$ cat src/design/mac_acc_pkg.sv
// Constants, encodings and carriers for the accumulator datapath slice.
// Assumes a 32-bit AXI4-Lite master that has already resolved operand words.
package mac_acc_pkg;

	// ****************************************************************
	// Widths and arithmetic constants
	// ****************************************************************
	localparam int          ACC_W       = 40;
	localparam int          ADDR_W      = 6;
	localparam logic [39:0] ROUND_CONST = 40'h0000008000;
	localparam logic [39:0] SAT_MAX     = 40'h007fffffff;
	localparam logic [39:0] SAT_MIN     = 40'hff80000000;
	localparam logic [4:0]  MAX_SHIFT   = 5'h10;

	// ****************************************************************
	// Register offsets (byte addresses)
	// ****************************************************************
	localparam logic [5:0] REG_CTRL   = 6'h00;
	localparam logic [5:0] REG_OPW    = 6'h04;
	localparam logic [5:0] REG_INSTR  = 6'h08;
	localparam logic [5:0] REG_ACC_LO = 6'h0c;
	localparam logic [5:0] REG_ACC_HI = 6'h10;
	localparam logic [5:0] REG_FLAGS  = 6'h14;

	// Field positions
	localparam int CTRL_SAT_BIT  = 0;
	localparam int FLAGS_BAD_BIT = 7;

	// Reset values
	localparam logic [39:0] ACC_RST   = 40'h0000000000;
	localparam logic [31:0] INSTR_RST = 32'h00000000;

	// ****************************************************************
	// Instruction encodings (first byte in bits 7:0)
	// ****************************************************************
	localparam logic [7:0] OPC_REG_REG = 8'ha3;
	localparam logic [7:0] OPC_REG_IND = 8'h83;
	localparam logic [7:0] OPC_IDX_IND = 8'h93;
	localparam logic [7:0] FN_ADD2     = 8'h42;
	localparam logic [7:0] FN_RND_IMM  = 8'hb2;
	localparam logic [7:0] FN_RND_REG  = 8'hba;
	localparam logic [7:0] FN_TRN_IMM  = 8'ha2;
	localparam logic [7:0] FN_TRN_REG  = 8'haa;

	// AXI responses
	localparam logic [1:0] RESP_OKAY   = 2'h0;
	localparam logic [1:0] RESP_SLVERR = 2'h2;

	typedef enum logic [1:0] {
		INS_NONE = 2'b00,
		INS_ADD2 = 2'b01,
		INS_RND  = 2'b10,
		INS_TRN  = 2'b11
	} instr_e;

	typedef struct packed {
		logic neg;
		logic zero;
		logic carry;
		logic sov;
		logic ext;
		logic ssat;
		logic ov;
	} flags_s;

	localparam flags_s FLAGS_RST = '0;

endpackage

$ cat src/design/mac_accumulator_add2_shift.sv
// Accumulator datapath: doubled add and arithmetic right shifts on 40 bits.
// Assumes an AXI4-Lite master on aclk; writing the instruction register runs it.
//
// Functional notes
// - Doubled add sign-extends high:low words to 40 bits, doubles, adds.
// - Doubled add sets overflow if true sum exceeds 40-bit signed range.
// - Sticky saturation flag set on clamping, otherwise kept.
// - Extension-used flag follows whether result uses the extension bits.
// - Add and rounding shift set sticky overflow on overflow, else keep.
// - Doubled add carry flag is the 40-bit carry out.
// - Zero flag set when the 40-bit result is zero.
// - Negative flag copies bit 39 of the result.
// - Shifts move right per count, replicating the original sign bit.
// - Rounding shift adds bit-15 constant after shifting.
// - Shift count 0..16; immediate is a 5-bit unsigned field.
// - Register count uses only its four low bits, 0..15.
// - Rounding shift carry flag is the rounding carry out.
// - Rounding shift overflow flag follows overflow; result may saturate.
// - Non-rounding shift never saturates.
// - Non-rounding shift clears overflow and carry, keeps sticky flags.
`timescale 1ns/10ps
module mac_accumulator_add2_shift
	import mac_acc_pkg::*;
(
	input  wire logic              aclk,
	input  wire logic              aresetn,
	input  wire logic [ADDR_W-1:0] awaddr,
	input  wire logic              awvalid,
	output logic                   awready,
	input  wire logic [31:0]       wdata,
	input  wire logic [3:0]        wstrb,
	input  wire logic              wvalid,
	output logic                   wready,
	output logic [1:0]             bresp,
	output logic                   bvalid,
	input  wire logic              bready,
	input  wire logic [ADDR_W-1:0] araddr,
	input  wire logic              arvalid,
	output logic                   arready,
	output logic [31:0]            rdata,
	output logic [1:0]             rresp,
	output logic                   rvalid,
	input  wire logic              rready
);

	// ****************************************************************
	// State
	// ****************************************************************
	logic [39:0]       accumulator, next_accumulator;
	flags_s            flags, next_flags;
	logic              bad_instr, next_bad_instr;
	logic              saturation_mode_bit, next_saturation_mode_bit;
	logic [31:0]       opw, next_opw;
	logic [31:0]       instr, next_instr;
	logic              aw_full, next_aw_full;
	logic              w_full, next_w_full;
	logic [ADDR_W-1:0] aw_addr, next_aw_addr;
	logic [31:0]       w_data, next_w_data;
	logic [3:0]        w_strb, next_w_strb;
	logic              next_bvalid;
	logic [1:0]        next_bresp;
	logic              next_rvalid;
	logic [31:0]       next_rdata;
	logic [1:0]        next_rresp;
	// ****************************************************************
	// Decode
	// ****************************************************************
	logic        do_write;
	logic        exec;
	logic        wr_ok;
	instr_e      kind;
	logic [4:0]  cnt;
	logic        cnt_from_reg;
	logic [7:0]  b0, b1, b2, b3;
	logic [31:0] wmask;

	assign do_write = aw_full && w_full && !bvalid;
	assign {b3, b2, b1, b0} = w_data;

	always_comb
	begin
		kind = INS_NONE;
		cnt_from_reg = 1'b0;
		cnt = b3[4:0];
		if (b2 == FN_ADD2 && (b0 == OPC_REG_REG || b0 == OPC_REG_IND || b0 == OPC_IDX_IND))
			kind = INS_ADD2;
		else if (b0 == OPC_REG_REG && b1 == 8'h00 && (b2 == FN_RND_IMM || b2 == FN_TRN_IMM))
			kind = (b2 == FN_RND_IMM) ? INS_RND : INS_TRN;
		else if ((b0 == OPC_REG_REG || b0 == OPC_REG_IND) && (b2 == FN_RND_REG || b2 == FN_TRN_REG))
		begin
			kind = (b2 == FN_RND_REG) ? INS_RND : INS_TRN;
			cnt_from_reg = 1'b1;
			cnt = {1'b0, opw[3:0]};
		end
		// Immediate counts above 16 are refused rather than wrapped
		if (!cnt_from_reg && kind != INS_ADD2 && b3[4:0] > MAX_SHIFT)
			kind = INS_NONE;
	end
	assign wr_ok = (aw_addr != REG_INSTR) || (w_strb == 4'hf);
	assign exec  = do_write && aw_addr == REG_INSTR && wr_ok && kind != INS_NONE;

	// ****************************************************************
	// Arithmetic
	// ****************************************************************
	logic [39:0] operand, shifted, result;
	logic [41:0] add_true, rnd_true, true_v;
	logic [40:0] add_raw, rnd_raw;
	logic        ovf, sat_hit;
	flags_s      res_flags;

	assign operand  = {{8{opw[31]}}, opw};
	assign add_true = {{2{accumulator[39]}}, accumulator} + {operand[39], operand, 1'b0};
	assign add_raw  = {1'b0, accumulator} + {1'b0, operand[38:0], 1'b0};
	assign shifted  = 40'($signed(accumulator) >>> cnt);
	assign rnd_true = {{2{shifted[39]}}, shifted} + {2'b00, ROUND_CONST};
	assign rnd_raw  = {1'b0, shifted} + {1'b0, ROUND_CONST};

	always_comb
	begin
		case (kind)
			INS_ADD2: true_v = add_true;
			INS_RND:  true_v = rnd_true;
			default:  true_v = {{2{shifted[39]}}, shifted};
		endcase
		ovf = (true_v[41:39] != 3'b000) && (true_v[41:39] != 3'b111);
		// Non-rounding shift ignores saturation mode
		sat_hit = saturation_mode_bit && kind != INS_TRN
			&& ($signed(true_v) > $signed({{2{SAT_MAX[39]}}, SAT_MAX})
			|| $signed(true_v) < $signed({{2{SAT_MIN[39]}}, SAT_MIN}));
		if (sat_hit)
			result = true_v[41] ? SAT_MIN : SAT_MAX;
		else
			result = true_v[39:0];
		res_flags.ov    = (kind == INS_TRN) ? 1'b0 : ovf;
		res_flags.ssat  = flags.ssat | sat_hit;
		res_flags.ext   = (result[39:31] != 9'h000) && (result[39:31] != 9'h1ff);
		res_flags.sov   = flags.sov | ((kind != INS_TRN) && ovf);
		case (kind)
			INS_ADD2: res_flags.carry = add_raw[40];
			INS_RND:  res_flags.carry = rnd_raw[40];
			default:  res_flags.carry = 1'b0;
		endcase
		res_flags.zero  = (result == 40'h0000000000);
		res_flags.neg   = result[39];
	end
	// ****************************************************************
	// Register file and bus
	// ****************************************************************
	for (genvar i = 0; i < 4; i++)
	begin : g_wmask
		assign wmask[i*8 +: 8] = {8{w_strb[i]}};
	end

	assign awready = !aw_full && !bvalid;
	assign wready  = !w_full && !bvalid;
	assign arready = !rvalid;
	logic addr_ok;
	assign addr_ok = (aw_addr == REG_CTRL) || (aw_addr == REG_OPW) || (aw_addr == REG_INSTR)
		|| (aw_addr == REG_ACC_LO) || (aw_addr == REG_ACC_HI) || (aw_addr == REG_FLAGS);
	always_comb
	begin
		next_accumulator         = accumulator;
		next_flags               = flags;
		next_bad_instr           = bad_instr;
		next_saturation_mode_bit = saturation_mode_bit;
		next_opw                 = opw;
		next_instr               = instr;
		next_aw_full             = aw_full;
		next_w_full              = w_full;
		next_aw_addr             = aw_addr;
		next_w_data              = w_data;
		next_w_strb              = w_strb;
		next_bvalid              = bvalid;
		next_bresp               = bresp;
		next_rvalid              = rvalid;
		next_rdata               = rdata;
		next_rresp               = rresp;
		if (awvalid && awready)
		begin
			next_aw_full = 1'b1;
			next_aw_addr = awaddr;
		end
		if (wvalid && wready)
		begin
			next_w_full = 1'b1;
			next_w_data = wdata;
			next_w_strb = wstrb;
		end
		if (bvalid && bready)
			next_bvalid = 1'b0;
		if (do_write)
		begin
			next_aw_full = 1'b0;
			next_w_full  = 1'b0;
			next_bvalid  = 1'b1;
			next_bresp   = (addr_ok && wr_ok) ? RESP_OKAY : RESP_SLVERR;
			case (aw_addr)
				REG_CTRL:
					if (w_strb[0])
						next_saturation_mode_bit = w_data[CTRL_SAT_BIT];
				REG_OPW:
					next_opw = (opw & ~wmask) | (w_data & wmask);
				REG_ACC_LO:
					next_accumulator[31:0] = (accumulator[31:0] & ~wmask) | (w_data & wmask);
				REG_ACC_HI:
					if (w_strb[0])
						next_accumulator[39:32] = w_data[7:0];
				REG_FLAGS:
					if (w_strb[0])
						next_flags = flags_s'(w_data[6:0]);
				REG_INSTR:
					if (wr_ok)
					begin
						next_instr     = w_data;
						next_bad_instr = (kind == INS_NONE);
						// Result and flags land on the same edge
						if (exec)
						begin
							next_accumulator = result;
							next_flags       = res_flags;
						end
					end
				default:
					next_bresp = RESP_SLVERR;
			endcase
		end
		if (rvalid && rready)
			next_rvalid = 1'b0;
		if (arvalid && arready)
		begin
			next_rvalid = 1'b1;
			next_rresp  = RESP_OKAY;
			case (araddr)
				REG_CTRL:   next_rdata = {31'h0, saturation_mode_bit};
				REG_OPW:    next_rdata = opw;
				REG_INSTR:  next_rdata = instr;
				REG_ACC_LO: next_rdata = accumulator[31:0];
				REG_ACC_HI: next_rdata = {24'h0, accumulator[39:32]};
				REG_FLAGS:  next_rdata = {24'h0, bad_instr, flags};
				default:
				begin
					next_rdata = 32'h00000000;
					next_rresp = RESP_SLVERR;
				end
			endcase
		end
	end

	always_ff @(posedge aclk)
	begin
		if (!aresetn)
		begin
			accumulator         <= ACC_RST;
			flags               <= FLAGS_RST;
			bad_instr           <= 1'b0;
			saturation_mode_bit <= 1'b0;
			opw                 <= 32'h00000000;
			instr               <= INSTR_RST;
			aw_full             <= 1'b0;
			w_full              <= 1'b0;
			aw_addr             <= '0;
			w_data              <= 32'h00000000;
			w_strb              <= 4'h0;
			bvalid              <= 1'b0;
			bresp               <= RESP_OKAY;
			rvalid              <= 1'b0;
			rdata               <= 32'h00000000;
			rresp               <= RESP_OKAY;
		end
		else
		begin
			accumulator         <= next_accumulator;
			flags               <= next_flags;
			bad_instr           <= next_bad_instr;
			saturation_mode_bit <= next_saturation_mode_bit;
			opw                 <= next_opw;
			instr               <= next_instr;
			aw_full             <= next_aw_full;
			w_full              <= next_w_full;
			aw_addr             <= next_aw_addr;
			w_data              <= next_w_data;
			w_strb              <= next_w_strb;
			bvalid              <= next_bvalid;
			bresp               <= next_bresp;
			rvalid              <= next_rvalid;
			rdata               <= next_rdata;
			rresp               <= next_rresp;
		end
	end
endmodule // mac_accumulator_add2_shift

$ cat config.mk
export PLATFORM = sky130hd
export DESIGN_NAME = mac_accumulator_add2_shift
export DESIGN_NICKNAME = d
export VERILOG_FILES = /design/src/design/mac_acc_pkg.sv /design/src/design/mac_accumulator_add2_shift.sv
export SDC_FILE = /design/constraint.sdc
export NUM_CORES = 1
export LEC_CHECK = 0
export ABC_CLOCK_PERIOD_IN_PS = 5000
export BUFFER_PORTS_ARGS = -buffer_cell sky130_fd_sc_hd__buf_4
export CAP_MARGIN = 20
export CORE_AREA = 4 4 203 205
export CTS_CLUSTER_DIAMETER = 80
export DETAILED_ROUTE_END_ITERATION = 10
export DIE_AREA = 0 0 207 209
export PLACE_DENSITY = 0.58
export RECOVER_POWER = 50
export SLEW_MARGIN = 40
export SYNTH_ARGS = -nofsm -noshare
export SYNTH_HDL_FRONTEND = slang
export SYNTH_SLANG_ARGS = --single-unit
$ cat constraint.sdc
create_clock -name aclk -period 5 [get_ports aclk]
set_input_delay 0.25 -clock aclk [delete_from_list [all_inputs] [get_ports aclk]]
set_output_delay 0.25 -clock aclk [all_outputs]
set_load 0.1 [all_outputs]
==> run summary, run 1 <==
• status: finished with violations
• violations in the final reports: capacitance limit, slew limit
• Max Root-Sink Buffers: 2
• Std-Cell Core Area: 0.0395 mm2
• CP Class: reg2reg
• commonest non-fill, non-tap cell in the layout: sky130_fd_sc_hd__buf_4
• number of pins with negative max-slew slack in the final report: 81
• vertical die dimension: 209 um
• worst hold path class: in2reg
• fill cell instance count of the final layout: 3969
• met2 usage in global routing: 0.504
• Max Fclk: 0.201 GHz
• sink count of the clock tree: 193
• number of cell rows: 73
• Layout Skew: 0.0174 ns
• clock root buffer master: sky130_fd_sc_hd__clkbuf_16
• pwr dens: 188 mW/mm2
• cell-by-cell trace of the critical path: nor4b_4, and4_4, buf_6, buf_6, mux2_4, a221o_1, a31oi_2, or2_4, ha_4, or4b_4, or4_4, nor3b_1, or3_4, or4_4, nor4_2, nand3_1, o31ai_2
• DPL Wire Length: 58200 um
• drt total wl: 74500 um
• GRT Util Overall: 0.321
• setup repair after global routing missed its margin: true
• top cell type by total area after synthesis: sky130_fd_sc_hd__dfxtp_1
• DR pass1 iterations: 6
• number of global-route vias before repair: 17000
• initial antenna violation count: 0
• gate count after technology mapping: 2084
• period utilization: 0.996
• peak supply drop: 0.232 mV
• share of the core filled with cells: 0.509
• number of warnings reported in the yosys synthesis log: 0
• number of synthesized flops with an enable pin: 0
• reg-to-reg endpoint: flags[5]$_SDFFE_PN0P_
• leading register cell type out of synthesis: sky130_fd_sc_hd__dfxtp_1
• pre-CTS setup slack: -0.179 ns
• # port buffers: 93
• Post-layout nets: 2479
• initial detailed-routing violation count: 2051
• placer congestion estimate: 1.01
• Area growth syn-to-layout: 29.0%
• depth of the worst hold-timing path: 3
• CTS tree: yes
• end point of the worst hold path: aw_addr[5]$_SDFFE_PN0P_
• share of layout cells above drive strength 1: 0.259
• summed instance area of the synthesized netlist: 0.0156 mm2
• share of synthesized flip-flops with an asynchronous set or reset: 0
• number of setup violations in the final report: 0
• Final Hold Violating Endpoints: 0
• worst hold path startpoint: awaddr[5]
• clock latency at the later pin of the worst-skew pair: 0.45 ns
• Worst EP arrival: 5.34 ns
• H-tree levels: 4
• top-level port count: 96
• static leakage: 7.94 nW
• clock slew at the register clock pins of the worst setup and hold paths: 0.07 ns
• FF+latch count, synth: 193
• share of the yosys chip area belonging to registers: 0.248
• global route total overflow: 0
• Die X: 207 um
• crit path max fanout: 5
• met3 Use GR: 0.0512
• wire length per cell: 25.5 um
• mean area per synthesized cell: 7.47 um2
• total clock buffers created by CTS: 17
• worst-case headroom to the max-slew limit: -1.57
• highest cell delay on the worst timing path: 0.49 ns
• wire length of the first global-routing pass: 108000 um
• critical path data required time: 5.36 ns
• crit path time final: 4.98 ns
• capturing element type of the critical path: flop
• Via density: 6.25
• Tightest Pin Transition: 3.85 ns
• minimum setup slack in the final design: 0.0218 ns
• DRC Markers: 0
• maximum number of pins on one net before global-route repair: 81
• synth top area cells: sky130_fd_sc_hd__dfxtp_1, sky130_fd_sc_hd__mux2i_1, sky130_fd_sc_hd__nand2_1, sky130_fd_sc_hd__a21oi_1, sky130_fd_sc_hd__mux2_2
• source of the worst register-to-register timing path: w_data[3]$_SDFFE_PN0P_
• maxcap violations: 1
• commonest cells after routing, fill and taps aside: sky130_fd_sc_hd__buf_4, sky130_fd_sc_hd__nand2_1, sky130_fd_sc_hd__a21oi_1, sky130_fd_sc_hd__dfxtp_1, sky130_fd_sc_hd__nor2_1
• Most Crowded Layer GR: met2
• slowest CP cell: sky130_fd_sc_hd__or4_4
• number of cells on the worst reg-to-reg path: 17
• GR Layer Usage met1: 0.446
• Antenna diodes: 0
• via count: 18200
• element type at the critical path start: flop
• number of distinct standard cells referenced by the synthesized netlist: 92
• share of the synthesized area in the top cell type: 0.248
• Antenna Violating Nets Remaining: 0
• reg2reg setup slack: 0.02 ns
• starting density of the core: 0.394
• floorplan die area: 0.0433 mm2
per-stage QoR:
| step | total power [mW] | area (um2) | hold slack (ns) | cells | setup TNS [ns] |
|---|---|---|---|---|---|
| 2_1_floorplan | 2.01 | 15600 | 0.349 | 2085 | 0 |
| 3_3_place_gp | 2.35 | 18700 | 0.437 | 2851 | -2.74 |
| 3_5_place_dp | 2.35 | 18700 | 0.443 | 2851 | -2.46 |
| 4_1_cts | 3.73 | 19600 | 0.0316 | 2894 | 0 |
| 5_1_grt | 3.88 | 20100 | 0.0460 | 2917 | -2.09 |
| 6_report | 3.77 | 20100 | 0.0450 | 2917 | 0 |
Yosys cell counts, drive strengths merged (8+ instances only):
cell      n
nand2   327
a21oi   207
dfxtp   193
nor2    158
mux2i   144
o21ai   132
clkbuf  130
nand3    67
mux2     62
a22o     49
a22oi    46
ha       44
a31oi    39
buf      36
inv      33
nor3     30
o22ai    30
a211oi   27
nand4    25
xnor2    22
a21o     18
o21a     18
and2     15
nor2b    15
xor2     14
nand2b   13
nor4     13
o211ai   13
o221ai   13
nor3b    11
and3     10
o31ai     8
power by group:
part           switching [mW]  internal [mW]
logic                   0.493          0.294
registers              0.0332           1.56
clock network           0.641          0.744
timing repair:
action / 4_1_cts / 5_1_grt
setup endpoints to repair: 37 / 39
gates resized for setup: 51 / 118
setup buffers: 10 / 21
cloned: 0 / 2
hold buffers: 1 / 0
hold endpoints to repair: 1 / 0
pin swaps: 14 / 34
worst max-delay path, delay by kind of cell (launching register included):
family,cells,cell delay [ns]
adders and majority gates,1,0.15
DFF,1,0.33
buffers and inverters,2,0.20
and+or+nand+nor,10,3.04
muxes,1,0.31
AOI/OAI and AO/OA,3,0.87
final cells by class:
type | count | area, um2 | share of cell area
Multi-Input combinational cell | 1692 | 11500 | 0.572
Clock buffer | 18 | 429 | 0.0214
Inverter | 34 | 130 | 0.00648
Clock inverter | 14 | 154 | 0.00767
Sequential cell | 193 | 3870 | 0.193
Timing Repair Buffer | 441 | 3340 | 0.167
Tap cell | 525 | 657 | 0.0327
kinds of logic (layout without fill, tap and decap cells):
kind of cell	Yosys count	in the layout	share of synthesized area
and+or+nand+nor	725	725	0.214
adders and majority gates	45	45	0.0367
xor gates and xnor gates	36	36	0.0203
muxes	210	210	0.145
other	1	2	0.000241
buffers and inverters	200	507	0.0548
AOI/OAI and AO/OA	674	674	0.281
DFF	193	193	0.248
per-layer routing:
| metal | wire length [um] | vias to the layer above |
|---|---|---|
| li1 | - | 8268 |
| met1 | 32000 | 8880 |
| met2 | 33100 | 931 |
| met3 | 6090 | 164 |
| met4 | 3300 | 0 |
| met5 | 0 | - |
worst max path at each step:
stage / from / to / slack [ns] / cells past startpoint
final: w_data[3]$_SDFFE_PN0P_ / flags[5]$_SDFFE_PN0P_ / 0.02 / 17
after global routing: w_data[3]$_SDFFE_PN0P_ / flop / -0.11 / 22
after CTS: w_data[16]$_SDFFE_PN0P_ / accumulator[38]$_SDFFE_PN0P_ / 0.01 / 25
after detailed placement: w_data[3]$_SDFFE_PN0P_ / flop / -0.18 / 20
after global placement: w_data[12]$_SDFFE_PN0P_ / flop / -0.20 / 19
after floorplan: w_data[22]$_SDFFE_PN0P_ / flags[5]$_SDFFE_PN0P_ / 0.02 / 22
Note: power is estimated with default switching activity, not from simulation.
==> run 2: changes to the inputs <==
- ABC_CLOCK_PERIOD_IN_PS: 5000 -> 4600
- PLACE_DENSITY: 0.58 -> 0.56
- clock period: 5 -> 4.6 ns (I/O delays scaled with it)
==> run 2 against run 1 <==
- the flow finishes with violations (capacitance limit, slew limit, setup timing)
- sequential cell count stayed put
- cell count is 4.7% higher
- non-clock buffer count is 136 higher
- global-route usage is 0.48 points higher
- core utilization is 3.1 points higher
==> run summary, run 2 (same netlist as run 1, synthesis figures left out) <==
• critical path data required time: 4.98 ns, -0.38 ns
• total clock buffers created by CTS: 17, unchanged
• H-tree levels: 4, unchanged
• capturing element type of the critical path: flop
• CTS tree: yes
• # port buffers: 93, unchanged
• commonest non-fill, non-tap cell in the layout: sky130_fd_sc_hd__buf_4
• number of cell rows: 73, unchanged
• element type at the critical path start: flop
• drt total wl: 75500 um, +1.3%
• crit path max fanout: 8, +3
• Tightest Pin Transition: 2.00 ns, -1.85 ns
• wire length per cell: 24.7 um, -3.3%
• Antenna Violating Nets Remaining: 0, unchanged
• sink count of the clock tree: 193, unchanged
• vertical die dimension: 209 um, unchanged
• Max Fclk: 0.193 GHz, -4.0%
• DRC Markers: 0, unchanged
• number of cells on the worst reg-to-reg path: 20, +3
• placer congestion estimate: 1.03, +2.0%
• floorplan die area: 0.0433 mm2, unchanged
• global route total overflow: 0, unchanged
• DPL Wire Length: 59200 um, +1.7%
• maximum number of pins on one net before global-route repair: 83, +2.5%
• status: finished with violations
• share of layout cells above drive strength 1: 0.305, +0.0461
• violations in the final reports: capacitance limit, slew limit, setup timing
• Final Hold Violating Endpoints: 0, unchanged
• worst hold path class: in2reg
• pre-CTS setup slack: -0.543 ns, -0.363 ns
• Via density: 6.02, -3.7%
• Max Root-Sink Buffers: 2, unchanged
• period utilization: 1.13, +0.131
• clock root buffer master: sky130_fd_sc_hd__clkbuf_16
• crit path time final: 5.18 ns, +0.205 ns
• setup repair after global routing missed its margin: true
• number of setup violations in the final report: 42, +42
• depth of the worst hold-timing path: 3, unchanged
• GRT Util Overall: 0.326, +0.00479
• highest cell delay on the worst timing path: 0.40 ns, -0.09 ns
• buffers plus inverters on the worst setup path: 5, +3
• clock slew at the register clock pins of the worst setup and hold paths: 0.08 ns, about the same
• static leakage: 8.72 nW, +9.8%
• Std-Cell Core Area: 0.0395 mm2, unchanged
• peak supply drop: 0.266 mV, +15%
• Layout Skew: 0.0268 ns, +0.00938 ns
• Worst EP arrival: 5.56 ns, +0.22 ns
• pwr dens: 196 mW/mm2, +4.4%
• Antenna diodes: 0, unchanged
• clock latency at the later pin of the worst-skew pair: 0.46 ns, about the same
• top-level port count: 96, unchanged
• Post-layout nets: 2616, +5.5%
• Die X: 207 um, unchanged
• area used by multi-input combinational logic: 0.0116 mm2, +0.81%
• slowest CP cell: sky130_fd_sc_hd__o41ai_4
• initial antenna violation count: 0, unchanged
• Crit path max-delay family: simple AND/OR/NAND/NOR gates
• CP Class: reg2reg
• initial detailed-routing violation count: 2001, -2.4%
• wire length of the first global-routing pass: 110000 um, +1.3%
• minimum setup slack in the final design: -0.583 ns, -0.605 ns
• Area growth syn-to-layout: 36.7%
• via count: 18400, +0.84%
• cell-by-cell trace of the critical path: nor4b_4, buf_4, and4_4, mux2_4, buf_12, buf_6, mux2i_2, mux2i_2, o21ai_2, buf_4, nor4b_4, nand4_1, mux2_4, a211oi_2, nand4_1, o41ai_4, a21oi_4, buf_12, or3_4, o31ai_2
• total number of cells along the worst setup path: 20, +3
• maxcap violations: 2, +1
• number of pins with negative max-slew slack in the final report: 50, -38%
• commonest cells after routing, fill and taps aside: sky130_fd_sc_hd__buf_4, sky130_fd_sc_hd__nand2_1, sky130_fd_sc_hd__a21oi_1, sky130_fd_sc_hd__dfxtp_1, sky130_fd_sc_hd__nor2_1
• worst-case headroom to the max-slew limit: -0.340, +1.23
• worst hold slack across all endpoints: 0.0155 ns, -0.0295 ns
• fill cell instance count of the final layout: 3855, -2.9%
• FF/Latch Area: 0.00387 mm2, about the same
• starting density of the core: 0.394, unchanged
• number of global-route vias before repair: 17400, +2.7%
• DR pass1 iterations: 6, unchanged
[run 2: worst paths after layout]
check / from / end / slack (ns)
max: w_data[16]$_SDFFE_PN0P_ / flags[5]$_SDFFE_PN0P_ / -0.58
min: awaddr[5] / aw_addr[5]$_SDFFE_PN0P_ / 0.02
max reg2reg: w_data[16]$_SDFFE_PN0P_ / flags[5]$_SDFFE_PN0P_ / -0.58
min reg2reg: flags[1]$_SDFFE_PN0P_ / flags[1]$_SDFFE_PN0P_ / 0.45
[run 2: tightest hold or removal path, delay by kind of cell]
family | cells | cell delay [ns]
muxes | 1 | 0.05
buffers and inverters | 1 | 0.08
and+or+nand+nor | 1 | 0.07
[run 2: stage by stage]
step / cell area (um2) / setup TNS (ns) / instances / util / total power, mW
floorplan: 15600 / -0.147 / 2085 / - / 2.19
global placement: 19700 / -12.79 / 2975 / 0.499 / 2.59
detailed placement: 19700 / -15.31 / 2976 / 0.500 / 2.59
CTS: 20900 / -11.97 / 3030 / 0.531 / 4.14
global route: 21300 / -22.18 / 3054 / 0.539 / 4.30
finish: 21300 / -18.43 / 3054 / 0.539 / 4.17
[run 2: timing repair]
item                       in CTS  in global routing
buffers inserted               17                 23
pin swaps                      32                 32
setup endpoints to repair      42                 46
resized for setup             106                 76
gates cloned                    3                  3
hold buffers                    2                  0
hold endpoints to repair        2                  0
[run 2: area by class of cell]
class                           instances  share of cell area
Multi-Input combinational cell       1693               0.544
Clock inverter                         14             0.00776
Inverter                               34             0.00623
Tap cell                              525              0.0309
Sequential cell                       193               0.182
Clock buffer                           18              0.0202
Timing Repair Buffer                  577               0.209
[run 2: layer usage]
layer,track usage,vias to the layer above,share of wire
met5,0,-,0
met4,0.164,0,0.059
met3,0.0531,171,0.077
met1,0.435,8788,0.42
met2,0.511,883,0.45
li1,-,8555,-
[run 2: report_power, final]
group,internal (mW),switching (mW)
clock,0.779,0.753
combinational,0.359,0.551
sequential,1.70,0.0311
